**config.mk**
```make
export PLATFORM = sky130hd
export DESIGN_NAME = ser_status
export DESIGN_NICKNAME = d
export VERILOG_FILES = /design/src/include/ser_pkg.sv /design/src/ser_edge_det.sv /design/src/ser_err_code.sv /design/src/ser_status.sv
export VERILOG_INCLUDE_DIRS = /design/src /design/src/include
export SDC_FILE = /design/constraint.sdc
export NUM_CORES = 1
export LEC_CHECK = 0
export ABC_AREA = 1
export BUFFER_PORTS_ARGS = -buffer_cell sky130_fd_sc_hd__buf_2
export CORE_AREA = 2 2 76 78
export CTS_CLUSTER_DIAMETER = 50
export DETAILED_ROUTE_END_ITERATION = 6
export DIE_AREA = 0 0 78 80
export PLACE_DENSITY = 0.92
export SETUP_SLACK_MARGIN = 0.2
export SLEW_MARGIN = 10
export SYNTH_ARGS = -nofsm -noshare
export SYNTH_HDL_FRONTEND = slang
export SYNTH_SLANG_ARGS = --single-unit
```
**constraint.sdc**
```tcl
create_clock -name REF_CLK_I -period 1.5 [get_ports REF_CLK_I]
set_input_delay 0.225 -clock REF_CLK_I [delete_from_list [all_inputs] [get_ports REF_CLK_I]]
set_output_delay 0.225 -clock REF_CLK_I [all_outputs]
set_load 0.02 [all_outputs]
```
**src/include/ser_defs.svh**
```systemverilog
// Widths, field positions, valid masks, reset values and error codes for status reporting
`ifndef SER_DEFS_SVH
`define SER_DEFS_SVH
`define SER_OPER_W 16
`define SER_STD_W 8
`define SER_OPER_ENA_RST 16'h0000
`define SER_STD_ENA_RST 8'h00
`define SER_OPER_VALID 16'h0019
`define SER_STD_VALID 8'hBD
`define SER_COND_MEAS 4
`define SER_COND_SWEEP 3
`define SER_COND_CORR 0
`define SER_BIT_POWER_CYCLED 7
`define SER_BIT_USER_REQUEST 6
`define SER_BIT_COMMAND_ERROR 5
`define SER_BIT_EXECUTION_ERROR 4
`define SER_BIT_DEVICE_ERROR 3
`define SER_BIT_QUERY_ERROR 2
`define SER_BIT_REQUEST_CONTROL 1
`define SER_BIT_OPERATION_COMPLETE 0
`define SER_STB_OPER 7
`define SER_STB_STD 5
`define SER_STB_UNUSED 8'h5F
`define SER_ERR_CMD 16'hFF9C
`define SER_ERR_EXECUTION 16'hFF2D
`define SER_ERR_DEVICE 16'h000A
`define SER_ERR_QRY 16'hFE70
`endif

```
**src/include/ser_pkg.sv**
```systemverilog
// Types shared by the status reporting block
package ser_pkg;
  typedef struct packed {
    logic cmd_err;
    logic exec_err;
    logic dev_err;
    logic qry_err;
    logic op_done;
  } ser_evt_t;
  typedef struct packed {
    logic valid;
    logic [15:0] code;
  } ser_err_t;
  typedef enum logic [1:0] {
    SER_CMD_NONE,
    SER_CMD_WR_OPER_ENA,
    SER_CMD_WR_STD_ENA,
    SER_CMD_RD
  } ser_cmd_t;
endpackage : ser_pkg

```
**src/ser_edge_det.sv**
```systemverilog
// Negative edge filter for the operation condition bits
`timescale 1ns/1ps
`default_nettype none
module ser_edge_det #(
  parameter int W = 16
) (
  input wire logic clk_i,
  input wire logic rst_i,
  input wire logic [W-1:0] cond_i,
  output logic [W-1:0] fall_o
);
  logic [W-1:0] prev_ff;
  always_ff @(posedge clk_i) begin
    if (rst_i) begin
      prev_ff <= '0;
    end else begin
      prev_ff <= cond_i;
    end
  end
  assign fall_o = prev_ff & ~cond_i;
endmodule : ser_edge_det
`default_nettype wire

```
**src/ser_err_code.sv**
```systemverilog
// Picks the error queue code for a new error event
`timescale 1ns/1ps
`default_nettype none
`include "ser_defs.svh"
module ser_err_code (
  input wire ser_pkg::ser_evt_t evt_i,
  output ser_pkg::ser_err_t err_o
);
  logic [15:0] code;
  always_comb begin
    code = 16'h0000;
    if (evt_i.cmd_err) begin
      code = `SER_ERR_CMD;
    end else if (evt_i.exec_err) begin
      code = `SER_ERR_EXECUTION;
    end else if (evt_i.dev_err) begin
      code = `SER_ERR_DEVICE;
    end else if (evt_i.qry_err) begin
      code = `SER_ERR_QRY;
    end
  end
  assign err_o = {evt_i.cmd_err | evt_i.exec_err | evt_i.dev_err | evt_i.qry_err, code};
endmodule : ser_err_code
`default_nettype wire

```
**src/ser_status.sv**
```systemverilog
// Status byte, operation and standard event registers
// How it works
// - 16-bit operation enable mask written by host
// - Stb bit 7 set by enabled operation events
// - Operation enable mask resets to zero
// - Operation event bits 1,2,5-15 read zero
// - Stb bit 5 set by enabled standard events
// - Error flags push numbered queue entries
// - Standard status read returns, clears, drops bit5
// - Bits 6 and 1 always read zero
// - Command error sets bit 5
// - Execution error sets bit 4
// - Device error sets bit 3
// - Query error sets bit 2
// - Operation complete sets bit 0
// - 8-bit standard enable mask written by host
// - Standard enable mask resets to zero
// - Operation events set on condition falling edge
// - Operation event read returns, clears, drops bit7
// - Condition bits 4,3,0 are measurement states
`timescale 1ns/1ps
`default_nettype none
`include "ser_defs.svh"
module ser_status (
  input wire logic REF_CLK_I,
  input wire logic SYS_RST_I,
  input wire logic MEAS_BUSY_I,
  input wire logic SWEEP_BUSY_I,
  input wire logic CORR_BUSY_I,
  input wire ser_pkg::ser_evt_t EVT_I,
  input wire logic OPER_ENA_WR_I,
  input wire logic [15:0] OPER_ENA_DATA_I,
  input wire logic STD_ENA_WR_I,
  input wire logic [7:0] STD_ENA_DATA_I,
  input wire logic STD_RD_I,
  input wire logic OPER_RD_I,
  output logic [7:0] STD_RD_DATA_O,
  output logic [15:0] OPER_RD_DATA_O,
  output logic [15:0] OPER_ENA_O,
  output logic [7:0] STD_ENA_O,
  output logic [15:0] OPER_COND_O,
  output logic [7:0] STB_O,
  output ser_pkg::ser_err_t ERR_PUSH_O
);
  logic [2:0] meas_s1_ff, meas_s2_ff;
  logic [15:0] cond;
  logic [15:0] fall;
  logic [15:0] oper_evt_ff, nxt_oper_evt;
  logic [15:0] oper_ena_ff;
  logic [7:0] std_evt_ff, nxt_std_evt;
  logic [7:0] std_ena_ff;
  logic [7:0] std_set;
  logic power_cycled_flag_ff;
  logic oper_sum, std_sum;
  ser_pkg::ser_evt_t evt_ff;
  ser_pkg::ser_err_t err;

  // Synchronise status inputs from outside
  always_ff @(posedge REF_CLK_I) begin
    if (SYS_RST_I) begin
      meas_s1_ff <= 3'h0;
      meas_s2_ff <= 3'h0;
      evt_ff <= '0;
    end else begin
      meas_s1_ff <= {MEAS_BUSY_I, SWEEP_BUSY_I, CORR_BUSY_I};
      meas_s2_ff <= meas_s1_ff;
      evt_ff <= EVT_I;
    end
  end

  // Condition map
  assign cond = {11'h000, meas_s2_ff[2], meas_s2_ff[1], 2'h0, meas_s2_ff[0]};

  ser_edge_det #(.W(16)) u_edge (
    .clk_i(REF_CLK_I),
    .rst_i(SYS_RST_I),
    .cond_i(cond),
    .fall_o(fall)
  );

  // Set wins over read-clear
  assign nxt_oper_evt = ((OPER_RD_I ? 16'h0000 : oper_evt_ff) | fall) & `SER_OPER_VALID;
  assign std_set[`SER_BIT_POWER_CYCLED] = power_cycled_flag_ff;
  assign std_set[`SER_BIT_USER_REQUEST] = 1'b0;
  assign std_set[`SER_BIT_COMMAND_ERROR] = evt_ff.cmd_err;
  assign std_set[`SER_BIT_EXECUTION_ERROR] = evt_ff.exec_err;
  assign std_set[`SER_BIT_DEVICE_ERROR] = evt_ff.dev_err;
  assign std_set[`SER_BIT_QUERY_ERROR] = evt_ff.qry_err;
  assign std_set[`SER_BIT_REQUEST_CONTROL] = 1'b0;
  assign std_set[`SER_BIT_OPERATION_COMPLETE] = evt_ff.op_done;
  assign nxt_std_evt = ((STD_RD_I ? 8'h00 : std_evt_ff) | std_set) & `SER_STD_VALID;
  assign oper_sum = |(nxt_oper_evt & oper_ena_ff);
  assign std_sum = |(nxt_std_evt & std_ena_ff);

  ser_err_code u_err (
    .evt_i(evt_ff),
    .err_o(err)
  );

  always_ff @(posedge REF_CLK_I) begin
    if (SYS_RST_I) begin
      oper_ena_ff <= `SER_OPER_ENA_RST;
      std_ena_ff <= `SER_STD_ENA_RST;
    end else begin
      if (OPER_ENA_WR_I) begin
        oper_ena_ff <= OPER_ENA_DATA_I;
      end
      if (STD_ENA_WR_I) begin
        std_ena_ff <= STD_ENA_DATA_I;
      end
    end
  end

  always_ff @(posedge REF_CLK_I) begin
    if (SYS_RST_I) begin
      oper_evt_ff <= 16'h0000;
      std_evt_ff <= 8'h00;
      power_cycled_flag_ff <= 1'b1;
      STB_O <= 8'h00;
      STD_RD_DATA_O <= 8'h00;
      OPER_RD_DATA_O <= 16'h0000;
      ERR_PUSH_O <= '0;
    end else begin
      oper_evt_ff <= nxt_oper_evt;
      std_evt_ff <= nxt_std_evt;
      power_cycled_flag_ff <= 1'b0;
      STB_O <= {oper_sum, 1'b0, std_sum, 5'h00};
      if (STD_RD_I) begin
        STD_RD_DATA_O <= std_evt_ff;
      end
      if (OPER_RD_I) begin
        OPER_RD_DATA_O <= oper_evt_ff;
      end
      ERR_PUSH_O <= err;
    end
  end

  assign OPER_ENA_O = oper_ena_ff;
  assign STD_ENA_O = std_ena_ff;
  assign OPER_COND_O = cond;
endmodule : ser_status
`default_nettype wire
```
==> impl_results.md, run 1 <==
- Status: complete, no violations
- Share of layout cells above drive strength 1: 26.94%
- FP Rows: 27
- Initial antenna violation count: 0
- RR Startpoint: evt_ff[2]$_SDFF_PP0_
- Final nets: 445
- P per Cell Area: between 1000 and 1500 nW/um2
- Mean Syn Cell Area: 8.123 um2
- Hold Crit Start: CORR_BUSY_I
- Register area share after synthesis: 52.98%
- Cts bufs inserted: 9
- Fill cells: around 510
- TNS Setup: 0 ps
- CP Depth: 1
- Worst r2r dst: STB_O[5]$_SDFF_PP0_
- Post-synth ARST share: 0%
- Drt first pass iters: 4
- WL per Instance: 10.35 um
- Clock buffer depth: 2
- Diodes inserted: 0
- WHS Endpoint: meas_s1_ff[0]$_SDFF_PP0_
- Vias: 2119
- Max_cap viols: 0
- R2r setup slk: between 600 and 700 ps
- Cells on worst reg2reg path: 6
- Main combinational cell family by area after synthesis: buffers and inverters
- Compound-Gate Fraction of Synth Area: 10.17%
- Crit. End Element: output pin
- WL final: 5010 um
- Top-count cell post-synth: nor2_1
- CP Cell Sequence: buf_2
- Top post-synthesis cells by area: dfxtp_1, buf_4, nor2_1, o21ai_0, inv_1
- Drt first-iter violations: 63
- Maximum vdd drop: 757.1 uV
- Clock sink count: roughly 70
- Synth Area in XOR/XNOR: 0%
- CP Buf/Inv Count: 1
- Finish-stage setup viols: 0
- CP required: between 1000 and 1500 ps
- Chip width: approximately 78 um
- CP max stage cell: dfxtp_1
- Post-synth top area share: a little over half
- RSZ-0062 raised after global routing: false
- GPL Wtd Cong: around 0.82
- Crit path max fanout: 7
- Post-CTS Setup Bufs: 0
- Finished Cell Area: 3095 um2
- Area Growth Syn to Fin: 18.71%
- Mux cell area share after synthesis: 0%
- ANT nets after route: 0
- Post-synth top flop: dfxtp_1
- IO Pins: 127
- Reg area: 1381 um2
- CTS tree: done
- Flops & latches, synth: 69
- Setup CP Type: reg2out
- Number of synthesized flops with an enable pin: 0
- Largest net degree at the start of global routing: 39
- Synth Area in Simple Gates: ~16%
- Maximum clock frequency: a little under 900 MHz
- Crit share post-route: between 70% and 80%
- Remaining DRCs: 0
- GRT Util Overall: 15.79%
- Root buf cell: clkbuf_8
- Mapped Area: about 2600 um2
- Hold Crit Class: in2reg
- # port buffers: roughly 90
- Commonest cells in the netlist: nor2_1, dfxtp_1, buf_4
- Die Ht: approximately 80 um
- Area taken by multi-input logic gates: 818.3 um2
- Synth Area in Adders: 0%
- Clk pin slew, worst setup/hold paths: roughly 70 ps
- Area post-placement: 2912 um2
- Hold Vio Cnt, Final: 0
- Post-DR vias/cell: 4.378
- Post-DP HPWL: 3778 um
- Critical path arrival: 910 ps
- Minimum clock period: 1131 ps
- Post-CTS Resized: 0
- Hold_buf cts: 0
- Number of H-tree levels: 3
- Initial Util: between 40% and 50%
- Die area: 6240 um2
- Synthesized instance count: 321
- CORE AREA: 5405 um2
- Clock Skews: 5.310 ps
- Ys Warns: 0
- Synth area leader: dfxtp_1
- Total gr overflow: 0
- Synth cell types: 20
- Pins Over Slew Limit: 0
- Crit path launch type: flip-flop
- Crit path largest cell delay: a little under 400 ps
- Hold Path Stages: 3
- First-pass GRT wire length: 7672 um
- Clk_lat worst skew: 330 ps
- Vias in the first global route: 1842
- CP top delay family: flip-flops
- Leakage: 1.634 nW
## flip-flops by register name, indices dropped and copies added (netlist names)
register              count
ERR_PUSH_O               10
OPER_ENA_O               16
OPER_RD_DATA_O            3
STB_O                     2
STD_ENA_O                 8
STD_RD_DATA_O             6
evt_ff                    5
meas_s1_ff                3
meas_s2_ff                3
oper_evt_ff               3
power_cycled_flag_ff      1
std_evt_ff                6
u_edge.prev_ff            3
## through the flow
| stage | hold WS (ps) | std cells | utilization [%] | worst slack [ps] | total power (W) |
|---|---|---|---|---|---|
| after floorplan | 252.7 | 354 | - | 574.2 | 0.002483 |
| after global placement | 389.7 | 468 | 53.87 | 433.1 | 0.002555 |
| after detailed placement | 399.5 | 468 | 53.87 | 361.0 | 0.002570 |
| after CTS | 77.93 | 484 | 57.27 | 338.2 | 0.003985 |
| after global routing | 88.55 | 484 | 57.27 | 301.2 | 0.004121 |
| final | 89.31 | 484 | 57.27 | 368.7 | 0.003955 |
## cell families (layout without fill, tap and decap cells)
logic type | after synthesis | in the layout
compound gates | 51 | 51
buf+inv | 89 | 147
flops | 69 | 69
simple gates | 111 | 111
other cells | 1 | 34
## layout make-up
cell class / count / area share, %
tap: 72 / 2.910
multi-input combinational: 196 / 26.43
inverter: 37 / 4.729
clock inverter: 4 / 1.576
clock buffer: 12 / 4.365
timing repair buffer: 94 / 15.36
sequential: 69 / 44.62
## worst max-delay path by stage
stage          slack [ps]                      start                        endpoint
2_1_floorplan         570  ERR_PUSH_O[14]$_SDFF_PP0_                  ERR_PUSH_O[10]
3_3_place_gp          430                  SYS_RST_I  OPER_RD_DATA_O[4]$_SDFFE_PP0P_
3_5_place_dp          360                  SYS_RST_I      OPER_ENA_O[3]$_SDFFE_PP0P_
4_1_cts               340  STD_ENA_O[3]$_SDFFE_PP0P_                    STD_ENA_O[3]
5_1_grt               300  ERR_PUSH_O[14]$_SDFF_PP0_                  ERR_PUSH_O[12]
6_report              370  ERR_PUSH_O[14]$_SDFF_PP0_                  ERR_PUSH_O[13]
## routing by layer
layer  vias up  track usage (%)  part of all wire (%)
met5         -                0                     0
met4         0            9.474                   2.1
met3        11            4.525                   7.0
met2        80            28.62                    52
met1       946            16.08                    39
li1       1082                -                     -
## placed cells by master (no fill, tap or decap), drive strengths merged
| cell type | Yosys | routed |
|---|---|---|
| nand2 | 21 | 21 |
| clkinv | 0 | 3 |
| dfxtp | 69 | 69 |
| inv | 37 | 37 |
| o22ai | 4 | 4 |
| o21ai | 35 | 35 |
| clkbuf | 2 | 12 |
| nor3 | 1 | 1 |
| buf | 50 | 94 |
| nor2 | 85 | 85 |
| a21oi | 11 | 11 |
| bufinv | 0 | 1 |
| conb | 1 | 34 |
| a31oi | 1 | 1 |
| nand3 | 4 | 4 |
## power by group
part | internal, W | switching (W) | total, W
Combinational | 0.000162 | 0.000375 | 0.000536
Clock | 0.000767 | 0.000659 | 0.00143
Sequential | 0.00194 | 0.0000522 | 0.00199
Total | 0.00287 | 0.00109 | 0.00395
Note: power is estimated with default switching activity, not from simulation.
==> inputs of run 2 (changes only) <==
Settings changed: ABC_AREA 1 to 0, CORE_AREA 2 2 76 78 to 2 2 83 85, DIE_AREA 0 0 78 80 to 0 0 85 87, PLACE_DENSITY 0.92 to 0.83.
Clock period 1.5 ns to 0.95 ns, I/O delays scaled along.
==> impl_results.md, run 2 <==
- Post-DP HPWL: 3773 um (was 3778 um)
- Pins Over Slew Limit: 0 (unchanged)
- CORE AREA: 6569 um2 (was 5405 um2)
- WL per Instance: 13.21 um (was 10.35 um)
- Vias in the first global route: 1918 (was 1842)
- Initial antenna violation count: 0 (unchanged)
- Post-synth top flop: dfxtp_1 (unchanged)
- Synth cell types: 25 (was 20)
- Top sig layer: met4 (unchanged)
- Final nets: 407 (was 445)
- Diodes inserted: 0 (unchanged)
- Hold Crit Class: in2reg (unchanged)
- CP top delay family: flip-flops (unchanged)
- Remaining DRCs: 0 (unchanged)
- Hold_buf cts: 0 (unchanged)
- IO Pins: 127 (unchanged)
- Maximum clock frequency: 996.4 MHz
- Setup CP Type: reg2out (unchanged)
- Register area share after synthesis: 52.77% (was 52.98%)
- Total power: 0.006399 W (was 0.003955 W)
- Area taken by multi-input logic gates: 1065 um2 (was 818.3 um2)
- Crit. End Element: output pin (unchanged)
- Synthesized instance count: 257 (was 321)
- WL final: 5982 um (was 5010 um)
- Cells on worst reg2reg path: 4 (was 6)
- Leakage: 1.845 nW (was 1.634 nW)
- # port buffers: 92 (unchanged)
- GPL Wtd Cong: 0.7897 (was 0.8241)
- Number of H-tree levels: 3 (unchanged)
- Hold Path Stages: 2 (was 3)
- First-pass GRT wire length: 8907 um (was 7672 um)
- Crit path largest cell delay: 380 ps (was 390 ps)
- Initial Util: 39.85% (was 48.24%)
- Violated checks: negative setup slack
- Hold Vio Cnt, Final: 0 (unchanged)
- Fin cells: 453 (was 484)
- Chip width: 85 um (was 78 um)
- Drt first-iter violations: 60 (was 63)
- Ys Warns: 0 (unchanged)
- Fill cells: 558 (was 511)
- Final core utilization: 59.73% (was 57.27%)
- CTS tree: done (unchanged)
- Finished Cell Area: 3924 um2 (was 3095 um2)
- Max_cap viols: 0 (unchanged)
- Minimum clock period: ~1000 ps
- ANT nets after route: 0 (unchanged)
- Crit share post-route: 105.6%
- Post-synth top area share: 52.77% (was 52.98%)
- Post-synth ARST share: 0% (unchanged)
- Finish-stage setup viols: 11 (was 0)
- CP Buf/Inv Count: 1 (unchanged)
- Top-count cell post-synth: dfxtp_1 (was nor2_1)
- CP required: 810 ps (was 1270 ps)
- Met1 Wirelength: 2304 um (was 1968 um)
- Area Growth Syn to Fin: 49.90% (was 18.71%)
- Clk pin slew, worst setup/hold paths: 70 ps (about the same)
- Total gr overflow: 0 (unchanged)
- Hold Crit Start: MEAS_BUSY_I (was CORR_BUSY_I)
- Status: complete, but fails checks (was complete, no violations)
- Worst r2r dst: STB_O[5]$_SDFF_PP0_ (unchanged)
- Root buf cell: clkbuf_8 (unchanged)
- Drt first pass iters: 3 (was 4)
- Commonest non-fill, non-tap cell in the layout: buf_6 (was buf_2)
- CP Cell Sequence: buf_4 (was buf_2)
- Flops & latches, synth: 69 (unchanged)
- Clock Skews: 6.248 ps (was 5.310 ps)
- Met2 WL: 3240 um (was 2588 um)
- Mapped Area: 2618 um2 (was 2608 um2)
- Maximum vdd drop: 1110 uV (was 757.1 uV)
- Post-DR vias/cell: 4.417 (was 4.378)
- P per Cell Area: 1631 nW/um2 (was 1278 nW/um2)
- RR Startpoint: std_evt_ff[5]$_SDFF_PP0_ (was evt_ff[2]$_SDFF_PP0_)
- CP max stage cell: dfxtp_4 (was dfxtp_1)
- WHS Endpoint: meas_s1_ff[2]$_SDFF_PP0_ (was meas_s1_ff[0]$_SDFF_PP0_)
- GRT Util Overall: 15.72% (was 15.79%)
- Number of synthesized flops with an enable pin: 0 (unchanged)
- Commonest cells in the netlist: dfxtp_1, nor2_1, buf_4 (was nor2_1, dfxtp_1, buf_4)
- Clk_lat worst skew: 330 ps (about the same)
- Share of layout cells above drive strength 1: 56.57% (was 26.94%)
- Area post-placement: 3033 um2 (was 2912 um2)
- Mean Syn Cell Area: 10.18 um2 (was 8.123 um2)
- Clock buffer depth: 2 (unchanged)
- Largest net degree at the start of global routing: 29 (was 39)
- R2r setup slk: -30 ps (was 610 ps)
- Synth area leader: dfxtp_1 (unchanged)
- Commonest non-fill, non-tap cells in the layout: buf_6, dfxtp_2, nor2_1 (was buf_2, nor2_1, dfxtp_1)
- Critical path arrival: 860 ps (was 910 ps)
- Placed cells: 418 (was 468)
- FP Rows: 30 (was 27)
- Crit path max fanout: 7 (unchanged)
- Die area: 7395 um2 (was 6240 um2)
- Die Ht: 87 um (was 80 um)
- RSZ-0062 raised after global routing: true (was false)
- Top post-synthesis cells by area: dfxtp_1, mux2i_1, buf_4, nor2_1, nor2b_1 (was dfxtp_1, buf_4, nor2_1, o21ai_0, inv_1)
- Cts bufs inserted: 9 (unchanged)
- Max reg flops: 16 (unchanged)
- Reg area: 1465 um2 (was 1381 um2)
- Vias: 2001 (was 2119)
- Crit path launch type: flip-flop (unchanged)
- Final setup margin: -53.66 ps (was 368.7 ps)
- Met3 WL: 329 um (was 349 um)
- Clock sink count: 69 (unchanged)
[run 2: logic make-up (layout without fill, tap and decap cells)]
group / Yosys count / after routing / synth area share (%)
and+or+nand+nor: 81 / 81 / 15.06
DFF: 69 / 69 / 52.77
buffers and inverters: 58 / 141 / 15.63
muxes: 33 / 33 / 12.62
AOI/OAI and AO/OA: 15 / 15 / 3.776
other: 1 / 34 / 0.1433
[run 2: worst max-delay path by stage]
stage                                         start             endpoint  slack, ps  depth (start not counted)
final                     ERR_PUSH_O[14]$_SDFF_PP0_       ERR_PUSH_O[15]        -50                          1
after global routing      ERR_PUSH_O[14]$_SDFF_PP0_       ERR_PUSH_O[15]       -110                          1
after CTS                 ERR_PUSH_O[14]$_SDFF_PP0_       ERR_PUSH_O[14]        -70                          1
after detailed placement   std_evt_ff[2]$_SDFF_PP0_  STB_O[5]$_SDFF_PP0_        -20                          4
after global placement                     STD_RD_I  STB_O[5]$_SDFF_PP0_         30                          5
after floorplan            std_evt_ff[2]$_SDFF_PP0_  STB_O[5]$_SDFF_PP0_         60                          4
[run 2: area by class of cell]
cell class                 instances  area share (%)
tap                               80           2.551
multi-input combinational        163           27.14
clock buffer                      14           4.401
inverter                           4          0.5102
clock inverter                     1          0.1276
timing repair buffer             122           27.93
sequential                        69           37.34
[run 2: report_power, final]
group / switching [W] / internal (W) / total [W]
registers: 0.000118 / 0.00305 / 0.00317
logic: 0.000568 / 0.000526 / 0.00109
clock network: 0.000987 / 0.00115 / 0.00213
[run 2: per-layer routing]
| metal | GRT usage [%] | up-vias |
|---|---|---|
| met5 | 0 | - |
| met4 | 7.937 | 0 |
| met3 | 4.834 | 9 |
| met2 | 27.77 | 77 |
| met1 | 17.00 | 942 |
| li1 | - | 973 |
[run 2: timing repair]
item,4_1_cts,5_1_grt
pin swaps,11,20
gates resized for setup,171,26
setup buffers,14,6
endpoints found under the setup margin,67,77
[run 2: per-stage QoR]
step	hold WS, ps	setup TNS, ps	setup WS [ps]
2_1_floorplan	170.2	0	62.08
3_3_place_gp	360.9	0	33.52
3_5_place_dp	359.0	-22.42	-22.42
4_1_cts	3.284	-564.9	-68.17
5_1_grt	3.730	-1511	-105.2
6_report	20.81	-401.5	-53.66
